**src/frmd_pkg.sv**
```systemverilog
// package: encodings, field positions and reset values for the file-op decoder
// What this block does
// - pattern 0001 00df ffff ORs working with file register, sets zero flag, one cycle.
// - OR result goes to working when d is 0, file register when 1.
// - pattern 0010 00df ffff copies file register to chosen destination in one cycle.
// - move result goes to working when d is 0, same file register when 1.
// - move updates zero flag from moved value, also when writing back.
package frmd_pkg;
    localparam int INSN_W = 12;
    localparam int DATA_W = 8;
    localparam int ADDR_W = 5;
    localparam int DEST_BIT = 5;
    // opcode field occupies bits 11..6
    localparam int OPC_MSB = 11;
    localparam int OPC_LSB = 6;
    localparam int LIT_OPC_MSB = 11;
    localparam int LIT_OPC_LSB = 8;
    localparam logic [5:0] OPC_OR_WORKING_INTO_FILE = 6'h04;
    localparam logic [5:0] OPC_MOVE_FILE_TO_DEST = 6'h08;
    // store: bits 11..5 are 0000 001
    localparam logic [6:0] OPC_STORE_WORKING_TO_FILE = 7'h01;
    localparam logic [3:0] OPC_LOAD_LITERAL_TO_WORKING = 4'hC;
    localparam logic [11:0] INSN_NO_OPERATION = 12'h000;
    localparam logic [7:0] WORKING_RST = 8'h00;
    localparam logic ZERO_RST = 1'b0;
    localparam int MEM_DEPTH = 32;
    typedef enum logic [2:0] {
        FRMD_OP_NOP = 3'b000,
        FRMD_OP_OR = 3'b001,
        FRMD_OP_MOVE = 3'b010,
        FRMD_OP_STORE = 3'b011,
        FRMD_OP_LOAD = 3'b100,
        FRMD_OP_ILLEGAL = 3'b111
    } frmd_op_e;
endpackage

```
**src/frmd_mem_if.sv**
```systemverilog
// interface: file register memory port between core and storage
`timescale 1ns/1ps
interface frmd_mem_if #(parameter int AW = 5, parameter int DW = 8);
    logic [AW-1:0] rd_addr;
    logic [DW-1:0] rd_data;
    logic wr_en;
    logic [AW-1:0] wr_addr;
    logic [DW-1:0] wr_data;
    modport core (output rd_addr, input rd_data, output wr_en, output wr_addr, output wr_data);
    modport store (input rd_addr, output rd_data, input wr_en, input wr_addr, input wr_data);
endinterface

```
**src/frmd_core.sv**
```systemverilog
// file: decode and execute of the file-register move / OR instruction group
`timescale 1ns/1ps
module frmd_core
    import frmd_pkg::*;
#(
    parameter int DEPTH = frmd_pkg::MEM_DEPTH
) (
    input wire logic clk_sys_i,
    input wire logic rst_n_i,
    input wire logic insn_valid_i,
    input wire logic [frmd_pkg::INSN_W-1:0] insn_i,
    output logic insn_ready_o,
    output logic done_o,
    output logic illegal_o,
    output logic [frmd_pkg::DATA_W-1:0] working_o,
    output logic zero_o
);
    import frmd_pkg::*;

    initial begin
        if (DEPTH != (1 << ADDR_W)) $error("frmd_core: depth must match 5-bit file address");
    end

    // two phases: fetch operand (memory read is registered), then execute
    typedef enum logic [0:0] {
        FRMD_IDLE = 1'b0,
        FRMD_EXEC = 1'b1
    } frmd_state_e;

    frmd_state_e state_ff, nxt_state;
    logic [INSN_W-1:0] insn_ff;
    logic [DATA_W-1:0] working_ff, nxt_working;
    logic zero_ff, nxt_zero;
    logic done_ff, illegal_ff;

    frmd_mem_if #(.AW(ADDR_W), .DW(DATA_W)) mem ();

    frmd_file_mem #(.DEPTH(DEPTH), .DW(DATA_W)) u_mem (
        .clk_sys_i(clk_sys_i),
        .mem(mem)
    );

    // no-op shares its top bits with store and illegal words, so it is tested first
    function automatic frmd_op_e decode(input logic [INSN_W-1:0] w);
        if (w == INSN_NO_OPERATION) return FRMD_OP_NOP;
        if (w[OPC_MSB:OPC_LSB] == OPC_OR_WORKING_INTO_FILE) return FRMD_OP_OR;
        if (w[OPC_MSB:OPC_LSB] == OPC_MOVE_FILE_TO_DEST) return FRMD_OP_MOVE;
        if (w[OPC_MSB:DEST_BIT] == OPC_STORE_WORKING_TO_FILE) return FRMD_OP_STORE;
        if (w[LIT_OPC_MSB:LIT_OPC_LSB] == OPC_LOAD_LITERAL_TO_WORKING) return FRMD_OP_LOAD;
        return FRMD_OP_ILLEGAL;
    endfunction

    // decode of the held instruction
    wire frmd_op_e op = decode(insn_ff);
    wire logic dest_file = insn_ff[DEST_BIT];
    wire logic [ADDR_W-1:0] faddr = insn_ff[ADDR_W-1:0];
    wire logic [DATA_W-1:0] literal = insn_ff[DATA_W-1:0];
    wire logic [ADDR_W-1:0] in_addr = insn_i[ADDR_W-1:0];
    wire logic in_take = insn_valid_i && (state_ff == FRMD_IDLE);
    wire logic exec = (state_ff == FRMD_EXEC);
    wire logic [DATA_W-1:0] or_res = working_ff | mem.rd_data;
    wire logic [DATA_W-1:0] mv_res = mem.rd_data;

    // operand read is launched at the taking edge from the incoming word; a write
    // lands at the end of execute and no word is taken on that edge, so reads are fresh
    assign insn_ready_o = (state_ff == FRMD_IDLE);
    assign mem.rd_addr = in_addr;
    assign mem.wr_addr = faddr;

    // result routing: d selects working or file
    always_comb begin
        nxt_working = working_ff;
        nxt_zero = zero_ff;
        mem.wr_en = 1'b0;
        mem.wr_data = working_ff;
        if (exec) begin
            unique case (op)
                FRMD_OP_OR: begin
                    nxt_zero = (or_res == '0);
                    if (dest_file) begin
                        mem.wr_en = 1'b1;
                        mem.wr_data = or_res;
                    end else begin
                        nxt_working = or_res;
                    end
                end
                FRMD_OP_MOVE: begin
                    nxt_zero = (mv_res == '0);
                    if (dest_file) begin
                        mem.wr_en = 1'b1;
                        mem.wr_data = mv_res;
                    end else begin
                        nxt_working = mv_res;
                    end
                end
                FRMD_OP_STORE: begin
                    mem.wr_en = 1'b1;
                    mem.wr_data = working_ff;
                end
                FRMD_OP_LOAD: begin
                    nxt_working = literal; // flags untouched
                end
                FRMD_OP_NOP: begin
                    nxt_working = working_ff;
                end
                default: begin
                    nxt_working = working_ff; // outside this group: no effect
                end
            endcase
        end
    end

    always_comb begin
        nxt_state = state_ff;
        unique case (state_ff)
            FRMD_IDLE: if (insn_valid_i) nxt_state = FRMD_EXEC;
            FRMD_EXEC: nxt_state = FRMD_IDLE;
        endcase
    end

    // state and architectural registers
    always_ff @(posedge clk_sys_i or negedge rst_n_i) begin
        if (!rst_n_i) begin
            state_ff <= FRMD_IDLE;
            insn_ff <= INSN_NO_OPERATION;
            working_ff <= WORKING_RST;
            zero_ff <= ZERO_RST;
            done_ff <= 1'b0;
            illegal_ff <= 1'b0;
        end else begin
            state_ff <= nxt_state;
            if (in_take) insn_ff <= insn_i;
            working_ff <= nxt_working;
            zero_ff <= nxt_zero;
            done_ff <= exec;
            illegal_ff <= exec && (op == FRMD_OP_ILLEGAL);
        end
    end

    assign working_o = working_ff;
    assign zero_o = zero_ff;
    assign done_o = done_ff;
    assign illegal_o = illegal_ff;
endmodule

```
**src/frmd_file_mem.sv**
```systemverilog
// file: file register storage, registered read data
`timescale 1ns/1ps
module frmd_file_mem #(
    parameter int DEPTH = 32,
    parameter int DW = 8
) (
    input wire logic clk_sys_i,
    frmd_mem_if.store mem
);
    initial begin
        if (DEPTH < 2 || DW < 1) $error("frmd_file_mem: bad geometry");
    end
    logic [DW-1:0] store_ff [DEPTH];
    logic [DW-1:0] rd_data_ff;
    // registered read: data for an address appears one edge later
    always_ff @(posedge clk_sys_i) begin
        if (mem.wr_en) begin
            store_ff[mem.wr_addr] <= mem.wr_data;
        end
        rd_data_ff <= store_ff[mem.rd_addr];
    end
    assign mem.rd_data = rd_data_ff;
endmodule

```
**config.mk**
```make
export PLATFORM = sky130hd
export DESIGN_NAME = frmd_core
export DESIGN_NICKNAME = d
export VERILOG_FILES = /design/src/frmd_pkg.sv /design/src/frmd_mem_if.sv /design/src/frmd_core.sv /design/src/frmd_file_mem.sv
export SDC_FILE = /design/constraint.sdc
export NUM_CORES = 1
export LEC_CHECK = 0
export BUFFER_PORTS_ARGS = -buffer_cell sky130_fd_sc_hd__buf_2
export CAP_MARGIN = 20
export CORE_MARGIN = 4
export CORE_UTILIZATION = 46
export CTS_CLUSTER_DIAMETER = 150
export DETAILED_ROUTE_END_ITERATION = 8
export PLACE_DENSITY_LB_ADDON = 0.25
export SKIP_LAST_GASP = 1
export SLEW_MARGIN = 20
export SYNTH_ARGS = -nofsm -noshare
export SYNTH_HDL_FRONTEND = slang
export SYNTH_SLANG_ARGS = --single-unit
```
**constraint.sdc**
```tcl
create_clock -name clk_sys_i -period 2.75 [get_ports clk_sys_i]
set_input_delay 0.4125 -clock clk_sys_i [delete_from_list [all_inputs] [get_ports clk_sys_i]]
set_output_delay 0.4125 -clock clk_sys_i [all_outputs]
set_load 0.05 [all_outputs]
```
==> out/results.txt, run 1 <==
Status - finished clean
PortBufs - 26
Tot GR Track Use - 18.0%
Final Power - 10.7 mW
CP max FO - 8
Period utilization - 91.5%
Avg Inst Size Synth - 21.6 µm²
Routed via count - 5426
Fin nets - 623
Hold Crit Depth - 3
Mux share of post-synthesis cell area - 18.7%
Largest net degree at the start of global routing - 42
Area Overhead vs Synth - 15.3%
Initial antenna violation count - 0
Synth cell types - 33
Drt pass-1 iters - 6
RSZ-0062 raised after global routing - no
Synth Area in Simple Gates - 2.88%
Width of the die - 164 µm
Final cell count without fillers - 947
Hold Slack - 0.110 ns
Post-CTS Resized - 0
Clock slew at reported path FFs - 0.06 ns
Critical path's slowest cell - or4_1
Post-DRT Antenna Nets - 0
Largest stage delay, worst path - 0.67 ns
# IOs - 27
Layout cells sized above 1 - 35.5%
Worst Tran Pin Value - 0.647 ns
Top_reg_cell synth - edfxtp_1
Vias in the first global route - 5557
First-pass GRT wire length - 35800 µm
Die Footprint - 27000 µm²
Via-to-Cell Ratio - 5.73
Top Usage Layer GRT - met2
Clk Latency, worst-skew pair - 0.53 ns
Max Cap Violations - 0
Fraction of the mapped netlist area in compound gates - 1.75%
VDD IR max - 0.628 mV
Worst r2r src - insn_ff[10]$_DFFE_PN0P_
H-tree levels - 1
CP arrival - 2.75 ns
Final setup vio count - 0
CTS tree - built
YS warnings - 0
Hold Path End - insn_ff[9]$_DFFE_PN0P_
Synth top area cells - edfxtp_1, mux4_2, dfrtp_1
Met1 Use GR - 26.1%
CTS Sinks - 288
Hold Crit Class - in2reg
Multi-input gate area - 2640 µm²
Pleak - 4.27 nW
WP data required - 2.98 ns
Inserted Clock Buffers - 29
Syn nets - 535
WS Path Type - reg2reg
Ant. Diodes - 0
Number of synthesized register bits - 288
Area leader, netlist - edfxtp_1
Crit path time final - 2.52 ns
Reg2Reg Depth - 5
Post-synth EDFFs - 256
Num rows - 56
CORE AREA - 23800 µm²
Post-synth top area share - 68.4%
Fin. Hold Viols - 0
Most frequent cells in the layout - edfxtp_1, mux4_2, buf_4
Seq/Total Area, Yosys - 75.1%
Global route overflow - 0
Worst hold path startpoint - insn_i[9]
Async set or reset register ratio after synthesis - 8.33%
Clock skew - 0.0118 ns
Post-Route WL - 23300 µm
Drt drc - 0
Slew margin rel. - 56.6%
Post-synthesis adder-cell area fraction - 0%
Post-CTS setup buffers - 0
Clk buf depth - 3
Main combinational cell family by area after synthesis - multiplexers
DP Cell Count - 895
Die height - 164 µm
Root Buffer - clkbuf_16
Post-DP HPWL - 15600 µm
Flop2flop setup slack - 0.23 ns
Post-Syn Instances - 520
Pwr per Cell Area - 823 nW/µm²
CTS Hold Bufs - 1
FMAX - 0.397 GHz
Synthesized area - 11200 µm²
Met2 GRT Util - 28.3%
Crit. End Element - register
Area occupied by registers - 8450 µm²
Reg-to-Reg End - u_mem.store_ff[12][5]$_DFFE_PP_
CP Launch Type - register
DR WL/cell - 24.6 µm
Xor/xnor share of the synthesized area - 0.0779%
# fillers - 1770
Max Slew Vio Count - 0
DR iter-0 viols - 467
Placer Congestion - 0.806
Post-Route Setup TNS - 0 ns
Initial Utilization - 47.3%
Commonest non-fill, non-tap cell in the layout - edfxtp_1
Grt met3 use - 3.34%
CP Cell Sequence - or4_1, a211oi_2, nand2_1, nor2_1, buf_4
## critical path: cells and delay by family (launching register included)
| family | cells | cell delay (ns) |
|---|---|---|
| simple gates | 3 | 1.26 |
| flops | 1 | 0.40 |
| compound gates | 1 | 0.36 |
| buf+inv | 1 | 0.20 |
## per-layer routing
metal	up-vias	wire, µm
met5	-	0
met1	2842	10000
li1	2343	-
met4	0	589
met2	199	11000
met3	42	1690
## final cells by class
type,instances,area share [%]
flip-flops and latches,288,65.1
clock inverters,15,0.560
clock buffers,36,5.80
well taps,319,3.08
repair buffers,85,5.04
multi-input cells,202,20.3
inverters,2,0.0579
## flip-flops by register name (all words and copies together), names as in the netlist
signal,count
done_o,1
exec,1
illegal_o,1
insn_ff,12
u_mem.mem.rd_data,8
u_mem.store_ff,256
working_o,8
zero_o,1
## cell families (layout without fill, tap and decap cells)
| kind of cell | count (synthesis) | after routing |
|---|---|---|
| AO/OA/AOI/OAI | 24 | 24 |
| flip-flops | 288 | 288 |
| buffers and inverters | 30 | 138 |
| XOR/XNOR | 1 | 1 |
| multiplexers | 108 | 108 |
| AND/OR/NAND/NOR | 69 | 69 |
## worst max path at each step
| stage | end | startpoint |
|---|---|---|
| detailed placement | u_mem.store_ff[12][0]$_DFFE_PP_ | insn_ff[10]$_DFFE_PN0P_ |
| finish | u_mem.store_ff[12][5]$_DFFE_PP_ | insn_ff[10]$_DFFE_PN0P_ |
| global route | u_mem.store_ff[8][1]$_DFFE_PP_ | insn_ff[10]$_DFFE_PN0P_ |
| CTS | u_mem.store_ff[8][5]$_DFFE_PP_ | insn_ff[10]$_DFFE_PN0P_ |
| global placement | u_mem.store_ff[12][0]$_DFFE_PP_ | insn_ff[10]$_DFFE_PN0P_ |
| floorplan | u_mem.store_ff[10][0]$_DFFE_PP_ | insn_ff[10]$_DFFE_PN0P_ |
## power by group
group	internal, mW	switching, mW	leakage [nW]	total, mW
clock	1.92	1.49	0.394	3.41
combinational	0.518	1.16	1.19	1.68
sequential	5.43	0.167	2.69	5.59
total	7.86	2.82	4.27	10.7
## cells in the mapped netlist, drive strengths merged, types with 2 or more instances
| cell type | instances |
|---|---|
| edfxtp | 256 |
| mux4 | 80 |
| nor2 | 38 |
| dfrtp | 24 |
| mux2 | 20 |
| clkbuf | 18 |
| buf | 10 |
| a22o | 8 |
| dfxtp | 8 |
| mux2i | 8 |
| o2bb2ai | 8 |
| nand2 | 7 |
| nor3 | 6 |
| nand3b | 5 |
| nor4 | 5 |
| o21ai | 3 |
| inv | 2 |
| nand3 | 2 |
| nor2b | 2 |
## through the flow
step | instance area [µm²] | util (%) | setup slack (ns)
2_1_floorplan | 11200 | - | 0.379
3_3_place_gp | 12100 | 51.1 | 0.292
3_5_place_dp | 12100 | 51.1 | 0.261
4_1_cts | 13000 | 54.6 | 0.249
5_1_grt | 13000 | 54.6 | 0.129
6_report | 13000 | 54.6 | 0.234
No activity file was read; power rests on OpenSTA's default activity.
==> run 2: changes to the inputs <==
--- a/config.mk
+++ b/config.mk
@@ -11,7 +11,7 @@
 export CORE_UTILIZATION = 46
 export CTS_CLUSTER_DIAMETER = 150
 export DETAILED_ROUTE_END_ITERATION = 8
-export PLACE_DENSITY_LB_ADDON = 0.25
+export PLACE_DENSITY = 0.67
 export SKIP_LAST_GASP = 1
 export SLEW_MARGIN = 20
 export SYNTH_ARGS = -nofsm -noshare
==> out/results.txt, run 2 (synthesis results as in run 1) <==
RSZ-0062 raised after global routing - no
Ant. Diodes - 0 (unchanged)
CTS Sinks - 288 (unchanged)
WS Path Type - reg2reg
Flop2flop setup slack - 0.31 ns (+0.08 ns)
Area Overhead vs Synth - 16.9%
VDD IR max - 0.561 mV (-11%)
Pwr per Cell Area - 854 nW/µm² (+3.7%)
Largest register FFs - 256 (unchanged)
Final WS setup - 0.315 ns (+0.0809 ns)
Post-Place Cell Area - 12200 µm² (+0.33%)
Status - finished clean
CP max FO - 6 (-2)
Worst r2r src - insn_ff[10]$_DFFE_PN0P_
Pleak - 4.36 nW (+2.3%)
Global route overflow - 0 (unchanged)
Final setup vio count - 0 (unchanged)
Critical path endpoint - u_mem.store_ff[25][2]$_DFFE_PP_
Sw Pwr - 2.88 mW (+2.1%)
Clk Latency, worst-skew pair - 0.54 ns (about the same)
Width of the die - 164 µm (unchanged)
Reg2Reg Depth - 6 (+1)
Commonest non-fill, non-tap cell in the layout - edfxtp_1
Max Cap Violations - 0 (unchanged)
DR WL/cell - 25.5 µm (+3.5%)
CP Launch Type - register
Die height - 164 µm (unchanged)
CTS tree - built
Crit path time final - 2.44 ns (-0.0809 ns)
Final instance area - 13100 µm² (+1.4%)
Reg-to-Reg End - u_mem.store_ff[25][2]$_DFFE_PP_
First-pass GRT wire length - 37300 µm (+4.2%)
Seq pwr share - 49.8% (-2.6 points)
Post-layout util - 55.4% (+0.76 points)
Post-DP HPWL - 16100 µm (+2.9%)
Num rows - 56 (unchanged)
Hold Crit Depth - 3 (unchanged)
Post-CTS setup buffers - 0 (unchanged)
Clock power frac - 35.0% (+3.1 points)
Slew margin rel. - 55.3% (-1.3 points)
Routed via count - 5550 (+2.3%)
Biggest register - u_mem.store_ff
Worst Tran Pin Value - 0.666 ns (+0.0192 ns)
Post-DRT Antenna Nets - 0 (unchanged)
Tot GR Track Use - 18.6% (+0.63 points)
PortBufs - 26 (unchanged)
Crit. End Element - register
Post-Route WL - 24200 µm (+3.8%)
Most frequent cells in the layout - edfxtp_1, mux4_2, buf_4
H-tree levels - 1 (unchanged)
Layout cells sized above 1 - 36.8% (+1.3 points)
# IOs - 27 (unchanged)
P_int - 8.35 mW (+6.2%)
Fin nets - 625 (+0.32%)
Hold Crit Class - in2reg
CP arrival - 2.68 ns (-0.07 ns)
# fillers - 1723 (-2.7%)
Post-Route Setup TNS - 0 ns (unchanged)
CORE AREA - 23800 µm² (unchanged)
Vias in the first global route - 5822 (+4.8%)
Die Footprint - 27000 µm² (unchanged)
Drt drc - 0 (unchanged)
Top Registers - u_mem.store_ff x256, insn_ff x12
Area occupied by registers - 8450 µm² (unchanged)
Drt pass-1 iters - 5 (-1)
Via-to-Cell Ratio - 5.84 (+2.0%)
FMAX - 0.411 GHz (+3.3%)
Fin. Hold Viols - 0 (unchanged)
Setup crit start - insn_ff[10]$_DFFE_PN0P_
Dpl ws - 0.265 ns (+0.00355 ns)
Root Buffer - clkbuf_16
Inserted Clock Buffers - 29 (unchanged)
WP data required - 3.00 ns (+0.02 ns)
Clock skew - 0.0135 ns (+0.00171 ns)
Period utilization - 88.6% (-2.9 points)
DR iter-0 viols - 612 (+31%)
Placer Congestion - 0.853 (+5.9%)
Largest net degree at the start of global routing - 33 (-21%)
Max Slew Vio Count - 0 (unchanged)
Clock slew at reported path FFs - 0.06 ns (about the same)
Combinational power share - 15.2% (-0.5 points)
Multi-input gate area - 2640 µm² (unchanged)
Initial Utilization - 47.3% (unchanged)
Clk buf depth - 3 (unchanged)
Initial antenna violation count - 0 (unchanged)
Switch share - 25.6% (-0.75 points)
==> run 2: per-stage QoR <==
step,power [mW],std cells,hold slack (ns)
after floorplan,6.54,520,0.117
after global placement,7.34,897,0.415
after detailed placement,7.40,897,0.427
after CTS,11.3,950,0.0717
after global routing,11.7,950,0.0904
final,11.2,950,0.0924
==> run 2: what timing repair did <==
action | in CTS | in global routing
resized for setup | 0 | 0
hold endpoints to repair | 24 | 0
hold buffers | 1 | 0
==> run 2: final cells by class <==
cell class	count	area share (%)
clock buffers	32	5.60
repair buffers	87	5.27
well taps	319	3.04
flip-flops and latches	288	64.2
multi-input cells	202	20.0
clock inverters	20	1.73
inverters	2	0.0571
==> run 2: worst max-delay path: stages (launching register included) <==
cell,delay [ns]
dfrtp_1,0.40
or4_1,0.58
a211oi_2,0.37
nand3b_1,0.22
buf_4,0.24
nor2_1,0.17
buf_4,0.18
==> run 2: per-layer routing <==
layer / part of all wire, % / wire length (µm) / vias up / global-route usage, %
met5: 0 / 0 / - / 0
met4: 1.7 / 408 / 0 / 4.19
met3: 7.2 / 1760 / 30 / 3.06
met2: 48 / 11700 / 227 / 29.3
met1: 43 / 10400 / 2946 / 27.7
li1: - / - / 2347 / -
==> run 2: power groups by stage <==
stage               clock [mW]  combinational [mW]  sequential (mW)
floorplan                    0               0.708             5.83
global route              4.23                1.82             5.60
detailed placement           0                1.73             5.67
global placement             0                1.67             5.67
finish                    3.93                1.70             5.59
CTS                       4.03                1.74             5.58
==> run 2: how the worst min path moves through the flow <==
stage	from	slack (ns)	endpoint
after floorplan	rst_n_i	0.12	done_o$_DFF_PN0_
after global placement	rst_n_i	0.42	insn_ff[9]$_DFFE_PN0P_
after detailed placement	rst_n_i	0.43	insn_ff[9]$_DFFE_PN0P_
after CTS	insn_i[9]	0.07	insn_ff[9]$_DFFE_PN0P_
after global routing	insn_i[9]	0.09	insn_ff[9]$_DFFE_PN0P_
final	insn_i[9]	0.09	insn_ff[9]$_DFFE_PN0P_
